File: src/common/ctsl_defines.svh
// constants for the charger thermal and status logic
`ifndef CTSL_DEFINES_SVH
`define CTSL_DEFINES_SVH
`define CTSL_CLK_MHZ 10
// apb byte addresses
`define CTSL_A_CFG 12'h000
`define CTSL_A_STAT 12'h004
`define CTSL_A_IRQ 12'h008
`define CTSL_A_CFG7 12'h01c
// config register fields
`define CTSL_CFG_TPE 0
`define CTSL_CFG_WARM 1
`define CTSL_CFG_COOL 2
`define CTSL_CFG_QEN 3
`define CTSL_CFG_UTH_HI 5
`define CTSL_CFG_UDB 6
`define CTSL_CFG_EXT 7
`define CTSL_CFG_LED_LO 8
`define CTSL_CFG_VARB 10
`define CTSL_CFG_ADAPTIVE_INPUT_LIMIT 11
`define CTSL_CFG_MODE_LO 12
`define CTSL_CFG_U5V 16
`define CTSL_CFG_W 17
`define CTSL_CFG_RST 17'h00001
`define CTSL_SHIP_BIT 0
`define CTSL_IRQ_BIT 0
// charge detail codes, voltage drop codes and boost mode codes
`define CTSL_DTL_OK 4'h0
`define CTSL_DTL_NOBAT 4'h8
`define CTSL_DTL_SUSP 4'h9
`define CTSL_CVD_NONE 2'h0
`define CTSL_CVD_A 2'h1
`define CTSL_CVD_B 2'h2
`define CTSL_MODE_BOOST 4'h9
`define CTSL_MODE_OTG 4'ha
// timing figures
`define CTSL_IULO_DEB_US 1000
`define CTSL_EXIT_DEB0_US 2000
`define CTSL_EXIT_DEB1_US 8000
`define CTSL_UNPLUG_DEB0_US 100
`define CTSL_UNPLUG_DEB1_US 1000
`define CTSL_LED_PERIOD_MS 1000
// synchronised pin vector layout
`define CTSL_NSYNC 20
`define CTSL_S_COLD 0
`define CTSL_S_COOL 1
`define CTSL_S_WARM 2
`define CTSL_S_HOT 3
`define CTSL_S_REM 4
`define CTSL_S_GND 5
`define CTSL_S_ADP 6
`define CTSL_S_BUCK 7
`define CTSL_S_BTN 8
`define CTSL_S_UCMP 9
`define CTSL_S_AREG 10
`define CTSL_S_ILOW 11
`define CTSL_S_C2S 12
`define CTSL_S_UV80 13
`define CTSL_S_SUSP 14
`define CTSL_S_DEEP 15
`define CTSL_S_PH_LO 16
`endif

File: src/common/ctsl_pkg.sv
// types for the charger thermal and status logic
`include "ctsl_defines.svh"
package ctsl_pkg;
    typedef enum logic [2:0] {
        CTSL_Z_NORM = 3'h0,
        CTSL_Z_COOL = 3'h1,
        CTSL_Z_COLD = 3'h3,
        CTSL_Z_WARM = 3'h4,
        CTSL_Z_HOT = 3'h6,
        CTSL_Z_REM = 3'h7,
        CTSL_Z_DIS = 3'h2
    } ctsl_zone_type;

    typedef enum logic [3:0] {
        CTSL_PH_IDLE = 4'h0,
        CTSL_PH_DBAT = 4'h1,
        CTSL_PH_PREQ = 4'h3,
        CTSL_PH_CC = 4'h2,
        CTSL_PH_CV = 4'h6,
        CTSL_PH_TOPOFF = 4'h7,
        CTSL_PH_DONE = 4'h5,
        CTSL_PH_RESTART = 4'h4,
        CTSL_PH_TIMEOUT = 4'hc,
        CTSL_PH_TSHDN = 4'hd
    } ctsl_phase_type;

    typedef struct packed {
        logic [`CTSL_NSYNC-1:0] s1;
        logic [`CTSL_NSYNC-1:0] s2;
        logic [`CTSL_CFG_W-1:0] cfg;
        logic ship;
        logic irq;
        logic susp;
        logic nobat;
        ctsl_zone_type zone;
        logic [23:0] exit_cnt;
        logic [23:0] pg_cnt;
        logic [23:0] iulo_cnt;
        logic [23:0] led_cnt;
        logic pg_filt;
        logic chg_en;
        logic restart;
        logic cc_half;
        logic cc_warm;
        logic cv_cool;
        logic [1:0] cvd;
        logic qb_oe;
        logic led;
        logic rdy;
        logic [31:0] rdata;
        logic err;
    } ctsl_state_type;
endpackage

File: src/design/ctsl_top.sv
// charger thermal zones, ship mode, switch drive, power good and led
//
// The APB interface to the registers and the placing of the registers are this design's own decisions.
`timescale 1ns/1ps
`include "ctsl_defines.svh"

// Summary of operation
// - below cold or above hot: stop charge, reset timers, report, flag irq
// - back inside cold..hot: resume charging, restart charge timer
// - thermistor pin pulled to rail means battery gone; charging inhibited
// - grounded thermistor pin: no monitoring, battery assumed, auto charge
// - temperature profile disabled: zones ignored for charge decisions, pin at rail still stops charge
// - warm zone: fast charge current from warm current select bit
// - cool zone: termination voltage from cool voltage select bit
// - cool zone: fast charge current halved
// - warm zone: termination voltage lowered 187.5mV or 375mV by variant
// - charge current halved by profile: safety timer doubled
// - writing 1 to bit 0 of config seven enters ship mode
// - ship mode left on removal, charger plug or debounced exit button
// - ship mode cannot be entered with a valid charger present
// - switch drive low in battery mode, released with adapter and buck switching or mode 9/A
// - switch drive output enabled or disabled by its control bit
// - unplug threshold 0b10/0b11: switch pin shows power good instead
// - 9V/15V: power good follows threshold comparator with select debounce
// - 5V adaptive on: released at regulation with low current for 1ms
// - 5V adaptive off: released on headroom trip or input under 80% uvlo
// - power good low only with adapter valid and the selected source good, not ship/deep/boost modes
// - led sink current 5mA to 20mA in 5mA steps from a select field
module ctsl_top
    import ctsl_pkg::*;
#(
    parameter int unsigned IULO_DEB_CYC =
        `CTSL_IULO_DEB_US * `CTSL_CLK_MHZ,
    parameter int unsigned EXIT_DEB0_CYC =
        `CTSL_EXIT_DEB0_US * `CTSL_CLK_MHZ,
    parameter int unsigned EXIT_DEB1_CYC =
        `CTSL_EXIT_DEB1_US * `CTSL_CLK_MHZ,
    parameter int unsigned UNPLUG_DEB0_CYC =
        `CTSL_UNPLUG_DEB0_US * `CTSL_CLK_MHZ,
    parameter int unsigned UNPLUG_DEB1_CYC =
        `CTSL_UNPLUG_DEB1_US * `CTSL_CLK_MHZ,
    parameter int unsigned LED_PERIOD_CYC =
        `CTSL_LED_PERIOD_MS * 1000 * `CTSL_CLK_MHZ
)(
    input wire logic pclk,
    input wire logic presetn,
    input wire logic psel,
    input wire logic penable,
    input wire logic pwrite,
    input wire logic [11:0] paddr,
    input wire logic [31:0] pwdata,
    output logic pready,
    output logic [31:0] prdata,
    output logic pslverr,
    input wire logic thm_below_cold,
    input wire logic thm_below_cool,
    input wire logic thm_above_warm,
    input wire logic thm_above_hot,
    input wire logic thermistor_sense_pin_at_rail,
    input wire logic thermistor_sense_pin_grounded,
    input wire logic adapter_valid,
    input wire logic buck_switching,
    input wire logic ship_exit_button,
    input wire logic unplug_cmp_above,
    input wire logic chgin_at_reg,
    input wire logic chgin_current_low,
    input wire logic headroom_trip,
    input wire logic chgin_below_uvlo80,
    input wire logic suspend_mode,
    input wire logic deep_suspend_mode,
    input wire logic [3:0] charge_phase,
    output logic charge_enable,
    output logic charge_timer_restart,
    output logic cc_half,
    output logic cc_warm_use,
    output logic warm_current_select,
    output logic cv_cool_use,
    output logic cool_voltage_select,
    output logic [1:0] cv_drop_code,
    output logic timer_double,
    output logic ship_mode,
    output logic ext_switch_drive_pin_o,
    output logic ext_switch_drive_pin_oe,
    output logic led_on,
    output logic [1:0] led_current_select
);
    ctsl_state_type q;
    ctsl_state_type d;
    logic [`CTSL_NSYNC-1:0] raw;

    ////////////////////////////////////////////////////////////////////
    // pin vector, all of it foreign to pclk
    assign raw = {charge_phase, deep_suspend_mode, suspend_mode,
        chgin_below_uvlo80, headroom_trip, chgin_current_low,
        chgin_at_reg, unplug_cmp_above, ship_exit_button,
        buck_switching, adapter_valid, thermistor_sense_pin_grounded,
        thermistor_sense_pin_at_rail, thm_above_hot, thm_above_warm,
        thm_below_cool, thm_below_cold};

    // boost or boost plus otg mode codes
    function automatic logic is_boost(input logic [3:0] m);
        is_boost = (m == `CTSL_MODE_BOOST) || (m == `CTSL_MODE_OTG);
    endfunction

    ////////////////////////////////////////////////////////////////////
    // next-state logic
    always_comb
    begin
        logic gnd;
        logic rem;
        logic adp;
        logic mon;
        logic acc;
        logic wr_hit;
        logic irq_clr;
        logic exit_fire;
        logic [23:0] lim;
        logic iulo_trip;
        logic good;
        logic pg_drive;
        logic qb_drive;
        logic boost;
        logic b1;
        logic b2;
        logic [23:0] half;
        logic [23:0] qtr;
        gnd = 1'b0;
        rem = 1'b0;
        adp = 1'b0;
        mon = 1'b0;
        acc = 1'b0;
        wr_hit = 1'b0;
        irq_clr = 1'b0;
        exit_fire = 1'b0;
        lim = 24'h0;
        iulo_trip = 1'b0;
        good = 1'b0;
        pg_drive = 1'b0;
        qb_drive = 1'b0;
        boost = 1'b0;
        b1 = 1'b0;
        b2 = 1'b0;
        half = 24'h0;
        qtr = 24'h0;
        d = q;
        // two-flop synchroniser; only s2 is looked at
        d.s1 = raw;
        d.s2 = q.s1;
        gnd = q.s2[`CTSL_S_GND];
        rem = q.s2[`CTSL_S_REM] && !gnd;
        adp = q.s2[`CTSL_S_ADP];
        boost = is_boost(q.cfg[`CTSL_CFG_MODE_LO +: 4]);

        // zone classification; grounded pin never reports removal
        mon = q.cfg[`CTSL_CFG_TPE] && !gnd;
        if (rem)
            d.zone = CTSL_Z_REM;
        else if (!mon)
            d.zone = CTSL_Z_DIS;
        else if (q.s2[`CTSL_S_COLD])
            d.zone = CTSL_Z_COLD;
        else if (q.s2[`CTSL_S_HOT])
            d.zone = CTSL_Z_HOT;
        else if (q.s2[`CTSL_S_COOL])
            d.zone = CTSL_Z_COOL;
        else if (q.s2[`CTSL_S_WARM])
            d.zone = CTSL_Z_WARM;
        else
            d.zone = CTSL_Z_NORM;

        // suspend and timer restart on either edge of it
        d.susp = (d.zone == CTSL_Z_COLD) || (d.zone == CTSL_Z_HOT);
        d.nobat = (d.zone == CTSL_Z_REM);
        d.restart = d.susp != q.susp;
        d.chg_en = adp && !d.susp && !d.nobat;

        // current and voltage profile
        d.cc_half = d.zone == CTSL_Z_COOL;
        d.cv_cool = d.zone == CTSL_Z_COOL;
        d.cc_warm = d.zone == CTSL_Z_WARM;
        if (d.zone == CTSL_Z_WARM)
            d.cvd = q.cfg[`CTSL_CFG_VARB] ? `CTSL_CVD_B : `CTSL_CVD_A;
        else
            d.cvd = `CTSL_CVD_NONE;

        // exit button must stay high for the selected time
        lim = q.cfg[`CTSL_CFG_EXT] ? 24'(EXIT_DEB1_CYC) :
            24'(EXIT_DEB0_CYC);
        if (!q.s2[`CTSL_S_BTN])
            d.exit_cnt = 24'h0;
        else if (q.exit_cnt < lim)
            d.exit_cnt = q.exit_cnt + 24'h1;
        exit_fire = q.exit_cnt >= lim;
        if (q.ship && (rem || adp || exit_fire))
            d.ship = 1'b0;

        // unplug comparator filter, restarts on every bounce
        lim = q.cfg[`CTSL_CFG_UDB] ? 24'(UNPLUG_DEB1_CYC) :
            24'(UNPLUG_DEB0_CYC);
        if (q.s2[`CTSL_S_UCMP] == q.pg_filt)
            d.pg_cnt = 24'h0;
        else if (q.pg_cnt >= lim)
        begin
            d.pg_cnt = 24'h0;
            d.pg_filt = q.s2[`CTSL_S_UCMP];
        end
        else
            d.pg_cnt = q.pg_cnt + 24'h1;

        // low input current at regulation, timed
        if (!(q.s2[`CTSL_S_AREG] && q.s2[`CTSL_S_ILOW]))
            d.iulo_cnt = 24'h0;
        else if (q.iulo_cnt < 24'(IULO_DEB_CYC))
            d.iulo_cnt = q.iulo_cnt + 24'h1;
        iulo_trip = q.iulo_cnt >= 24'(IULO_DEB_CYC);

        // power good source selection
        if (!q.cfg[`CTSL_CFG_U5V])
            good = q.pg_filt;
        else if (q.cfg[`CTSL_CFG_ADAPTIVE_INPUT_LIMIT])
            good = !iulo_trip;
        else
            good = !(q.s2[`CTSL_S_C2S] || q.s2[`CTSL_S_UV80]);
        pg_drive = adp && good && !q.ship && !q.s2[`CTSL_S_DEEP] &&
            !boost;
        // battery mode only; adapter with buck running releases it
        qb_drive = q.cfg[`CTSL_CFG_QEN] &&
            !(adp && q.s2[`CTSL_S_BUCK]) && !boost;
        d.qb_oe = q.cfg[`CTSL_CFG_UTH_HI] ? pg_drive : qb_drive;

        // led blink timebase, one full second per wrap
        if (q.led_cnt >= 24'(LED_PERIOD_CYC - 1))
            d.led_cnt = 24'h0;
        else
            d.led_cnt = q.led_cnt + 24'h1;
        half = 24'(LED_PERIOD_CYC / 2);
        qtr = 24'(LED_PERIOD_CYC / 4);
        b1 = q.led_cnt < half;
        b2 = (q.led_cnt < qtr) ||
            ((q.led_cnt >= half) && (q.led_cnt < half + qtr));
        if (!adp || q.s2[`CTSL_S_SUSP])
            d.led = 1'b0;
        else if (q.susp)
            d.led = b2;
        else
        begin
            case (ctsl_phase_type'(q.s2[`CTSL_S_PH_LO +: 4]))
                CTSL_PH_TIMEOUT, CTSL_PH_TSHDN: d.led = b2;
                CTSL_PH_DBAT, CTSL_PH_PREQ,
                CTSL_PH_CC, CTSL_PH_CV: d.led = b1;
                CTSL_PH_TOPOFF, CTSL_PH_DONE,
                CTSL_PH_RESTART: d.led = 1'b1;
                default: d.led = 1'b0;
            endcase
        end

        // apb: answer prepared in setup, pready high in the access phase
        acc = psel && penable && q.rdy;
        wr_hit = acc && pwrite;
        d.rdy = psel && !penable;
        d.err = 1'b0;
        d.rdata = 32'h0;
        if (psel && !penable)
        begin
            case (paddr)
                `CTSL_A_CFG: d.rdata = 32'(q.cfg);
                `CTSL_A_STAT: d.rdata = {23'h0, q.ship, q.zone,
                    !(q.susp || q.nobat),
                    q.susp ? `CTSL_DTL_SUSP :
                    (q.nobat ? `CTSL_DTL_NOBAT : `CTSL_DTL_OK)};
                `CTSL_A_IRQ: d.rdata = {31'h0, q.irq};
                `CTSL_A_CFG7: d.rdata = {31'h0, q.ship};
                default: d.err = 1'b1;
            endcase
        end
        if (wr_hit && (paddr == `CTSL_A_CFG))
            d.cfg = pwdata[`CTSL_CFG_W-1:0];
        irq_clr = wr_hit && (paddr == `CTSL_A_IRQ) &&
            pwdata[`CTSL_IRQ_BIT];
        // a new suspend in the clearing cycle keeps the flag set
        d.irq = (q.irq && !irq_clr) || (d.susp && !q.susp);
        // a present charger blocks entry outright
        if (wr_hit && (paddr == `CTSL_A_CFG7) &&
            pwdata[`CTSL_SHIP_BIT] && !adp)
            d.ship = 1'b1;
    end

    ////////////////////////////////////////////////////////////////////
    // state register
    always_ff @(posedge pclk or negedge presetn)
    begin
        if (!presetn)
        begin
            q <= '0;
            q.cfg <= `CTSL_CFG_RST;
            q.zone <= CTSL_Z_NORM;
        end
        else
            q <= d;
    end

    ////////////////////////////////////////////////////////////////////
    // outputs, all but the constant switch drive level from the state register
    assign pready = q.rdy;
    assign prdata = q.rdata;
    assign pslverr = q.err;
    assign charge_enable = q.chg_en;
    assign charge_timer_restart = q.restart;
    assign cc_half = q.cc_half;
    assign timer_double = q.cc_half;
    assign cc_warm_use = q.cc_warm;
    assign warm_current_select = q.cfg[`CTSL_CFG_WARM];
    assign cv_cool_use = q.cv_cool;
    assign cool_voltage_select = q.cfg[`CTSL_CFG_COOL];
    assign cv_drop_code = q.cvd;
    assign ship_mode = q.ship;
    // open drain: only ever pulls low
    assign ext_switch_drive_pin_o = 1'b0;
    assign ext_switch_drive_pin_oe = q.qb_oe;
    assign led_on = q.led;
    assign led_current_select = q.cfg[`CTSL_CFG_LED_LO +: 2];
endmodule

File: config.mk
export PLATFORM = sky130hd
export DESIGN_NAME = ctsl_top
export DESIGN_NICKNAME = d
export VERILOG_FILES = /design/src/common/ctsl_pkg.sv /design/src/design/ctsl_top.sv
export VERILOG_INCLUDE_DIRS = /design/src /design/src/common
export SDC_FILE = /design/constraint.sdc
export NUM_CORES = 1
export LEC_CHECK = 0
export BUFFER_PORTS_ARGS = -buffer_cell sky130_fd_sc_hd__clkbuf_2
export CORE_MARGIN = 8
export CORE_UTILIZATION = 50
export CTS_CLUSTER_DIAMETER = 100
export DETAILED_ROUTE_END_ITERATION = 6
export PLACE_DENSITY_LB_ADDON = 0.12
export SLEW_MARGIN = 20
export SYNTH_ARGS = -nofsm -noshare
export SYNTH_HDL_FRONTEND = slang
export SYNTH_SLANG_ARGS = --single-unit
File: constraint.sdc
create_clock -name pclk -period 2.9 [get_ports pclk]
set_clock_uncertainty 0.1 [all_clocks]
set_input_delay 0.29 -clock pclk [delete_from_list [all_inputs] [get_ports pclk]]
set_output_delay 0.29 -clock pclk [all_outputs]
set_load 0.01 [all_outputs]
==> metrics.csv <==
stage,metric,value,unit
routing,viasPerCell,5.437,
power,combinationalPowerShare,0.042,
power,p_leak,0.004696,uW
final_layout,final_layout_size_suffix_gt1_frac,0.1779,
clocking,numClockSinks,188,
setup_path,endpoint_kind,register,
setup_path,r2r_end,q[131],
setup_path,reg2reg_depth,8,
setup_path,critical_path_class,register to register,
run_status,status,"finished, final reports clean",
place,io_buffers,87,
setup_path,crit_path_end,q[131],
clocking,post-cts-setup-buffer-count,0,
synth,yosysWarnings,0,
place,routabilityCongestion,0.8452,
synth,syn-instance-count,782,
setup_path,critPathRequiredTime,3150,ps
setup_path,startpoint_type,register,
timing,min_period_over_period,0.9316,
synth,synth_area_per_cell,10.97,um^2
setup_path,startpoint,q[154],
run,max-cap-violations,0,
place,dp_slack,207.9,ps
routing,vias,6144,
global_routing,grt_max_degree,79,
setup_path,crit_fanout,24,
timing,fin_ws,198.2,ps
power,total_power,5076,uW
place,dp_hpwl,12.79,mm
synth,ys_seq_elements,188,
final_layout,layout.nets,986,
setup_path,r2r_setup_slack,200,ps
timing,timing.final.crit_period,2702,ps
power,p_sw,1185,uW
power,p_per_area,507.1,nW/um^2
min_path,hold_class,input pin to register,
synth,synth_area,8578,um^2
clocking,ctsHtreeMaxLevel,4,
global_routing,grt_first_pass_wirelength,31.44,mm
timing,setup_viol,0,
power,worst_ir_drop_vdd,0.0004676,V
floorplanning,rows,48,
setup_path,timing.rr.start,q[154],
clocking,cts_buffers,17,
clocking,insertion_delay,430,ps
routing,ant_nets,0,
power,pwr-share-seq,0.532,
timing,tightest_slew,721.0,ps
power,clockPowerShare,0.426,
routing,drt_iter0_drc,358,
floorplanning,pin_count,119,
timing,hold_viol,0,
floorplanning,core_area,17060,um^2
synth,synth_edf_count,0,
synth,synth_ff_type,dfrtp_1,
final_layout,areaGrowthSynthToFinish,16.70,%
floorplanning,die_area,21600,um^2
routing,drt_wl_total,18.42,mm
clocking,clockBufferDepth,2,
clocking,cts_tree,yes,
timing,slew_headroom,0.5183,
global_routing,grt_pass1_vias,6266,
synth,yosys.cell_types.count,64,
clocking,ctsRootBufferMaster,clkbuf_16,
routing,drc,0,
global_routing,grt-ovfl-total,0,
routing,first_pass_iters,5,
clocking,cts_resized,0,
floorplanning,start_util,0.5029,
power,sw_frac_of_total,0.2335,
routing,wl_per_cell,16.30,um
setup_path,cp.arrival,2950,ps
power,p_int,3891,uW
floorplanning,die_x,147.0,um
clocking,clk_pin_slew,70,ps
timing,drv_slew,0,
global_routing,antenna_found_initial,0,
global_routing,grt_use_total,0.1783,
timing,clock.fmax,0.3701,GHz
final_layout,diodes,0,
synth,synth_seq_area_share,0.5486,
timing,fin_setup_tns,0,ps
synth,async_reset_ff_frac,1.000,
timing,rsz0062_at_grt,no,
floorplanning,die_y,147.0,um
## cell usage after synthesis, types with 17 or more instances
cell type / number / share of area
nand3_1: 35 / 0.020
xnor2_1: 20 / 0.020
inv_1: 29 / 0.013
dfrtp_1: 187 / 0.55
a21oi_1: 19 / 0.011
mux2_2: 17 / 0.022
xor2_1: 22 / 0.022
buf_4: 41 / 0.036
nor4_1: 28 / 0.020
nand2_1: 45 / 0.020
and3_1: 30 / 0.022
nor2_1: 58 / 0.025
clkbuf_1: 26 / 0.011
ha_1: 23 / 0.034
## power by group through the flow
stage	clock network, uW	registers [uW]	logic [uW]
after CTS	2220	2700	217
after global placement	0	2750	173
after floorplan	0	2740	79.5
final	2160	2700	213
after detailed placement	0	2750	179
after global routing	2330	2710	245
## cell families (layout without fill, tap and decap cells)
family,after synthesis,count (layout),share of synthesized area
AO/OA/AOI/OAI,103,103,0.08591
XOR/XNOR,42,42,0.04288
other,1,25,0.0004372
multiplexers,25,25,0.03165
flip-flops,188,188,0.5486
buffers and inverters,101,200,0.06432
adder cells (fa/ha/maj),23,23,0.03355
AND/OR/NAND/NOR,299,299,0.1927
## layer usage
layer	wire (um)	track usage	vias to the layer above
li1	-	-	2954
met1	8346	0.2354	3016
met2	8868	0.2790	147
met3	826	0.04337	27
met4	374	0.06884	0
met5	0	0	-
## metrics by stage
| stage | hold slack [ps] | utilization | instance area [um^2] | cells |
|---|---|---|---|---|
| after floorplan | -105.6 | - | 8668 | 806 |
| after global placement | 235.2 | 0.5346 | 9119 | 1065 |
| after detailed placement | 234.7 | 0.5346 | 9119 | 1065 |
| after CTS | 20.97 | 0.5869 | 10010 | 1130 |
| after global routing | 15.28 | 0.5869 | 10010 | 1130 |
| final | 27.09 | 0.5869 | 10010 | 1130 |
## cell usage in the layout, fill, tap and decap left out, types with 10 or more instances in the layout
master and n:
a21oi_1 19, and2_1 10, and3_1 30, buf_4 17
clkbuf_16 17, clkbuf_2 86, conb_1 25, dfrtp_1 187
dlygate4sd3_1 35, ha_1 23, inv_1 29, mux2_2 17
nand2_1 45, nand2b_1 12, nand3_1 35, nand4_1 16
nor2_1 58, nor3_1 12, nor4_1 28, o21ai_0 16
or3_1 10, xnor2_1 20, xor2_1 22
## critical path: stages (launching register included)
cell and delay (ps):
dfrtp_1 380, inv_1 180, ha_1 280, a21o_1 190, a211o_1 290, a221o_1 400
buf_12 180, or4_1 490, a21boi_1 150
## registers in the layout (all words and copies together) (netlist names)
signal,flops
prdata,17
q,136
charge_timer_restart,1
charge_enable,1
pready,1
led_current_select,2
warm_current_select,1
pslverr,1
d,20
ship_mode,1
cool_voltage_select,1
ext_switch_drive_pin_oe,1
cv_cool_use,1
led_on,1
cv_drop_code,2
cc_warm_use,1
## worst min-delay path by stage
stage | start | to | slack, ps | depth (start not counted)
global placement | d[177] | q[177] | 240 | 0
detailed placement | d[173] | q[173] | 230 | 0
CTS | pwdata[5] | q[152] | 20 | 2
floorplan | presetn | cc_warm_use | -110 | 0
global route | pwdata[3] | q[150] | 20 | 2
finish | pwdata[3] | q[150] | 30 | 2
## area by class of cell
class                      count  area, um^2
sequential                   188        4706
tap                          225       281.5
timing repair buffer         141       962.2
clock inverter                12       102.6
multi-input combinational    517        3411
inverter                      29       108.9
fill                        1456        7046
clock buffer                  18       439.2
## timing repair
action	4_1_cts	5_1_grt
hold buffers	35	0
endpoints found under the hold margin	109	0
setup endpoints to repair	0	0
Power figures use the tool's default switching activity.
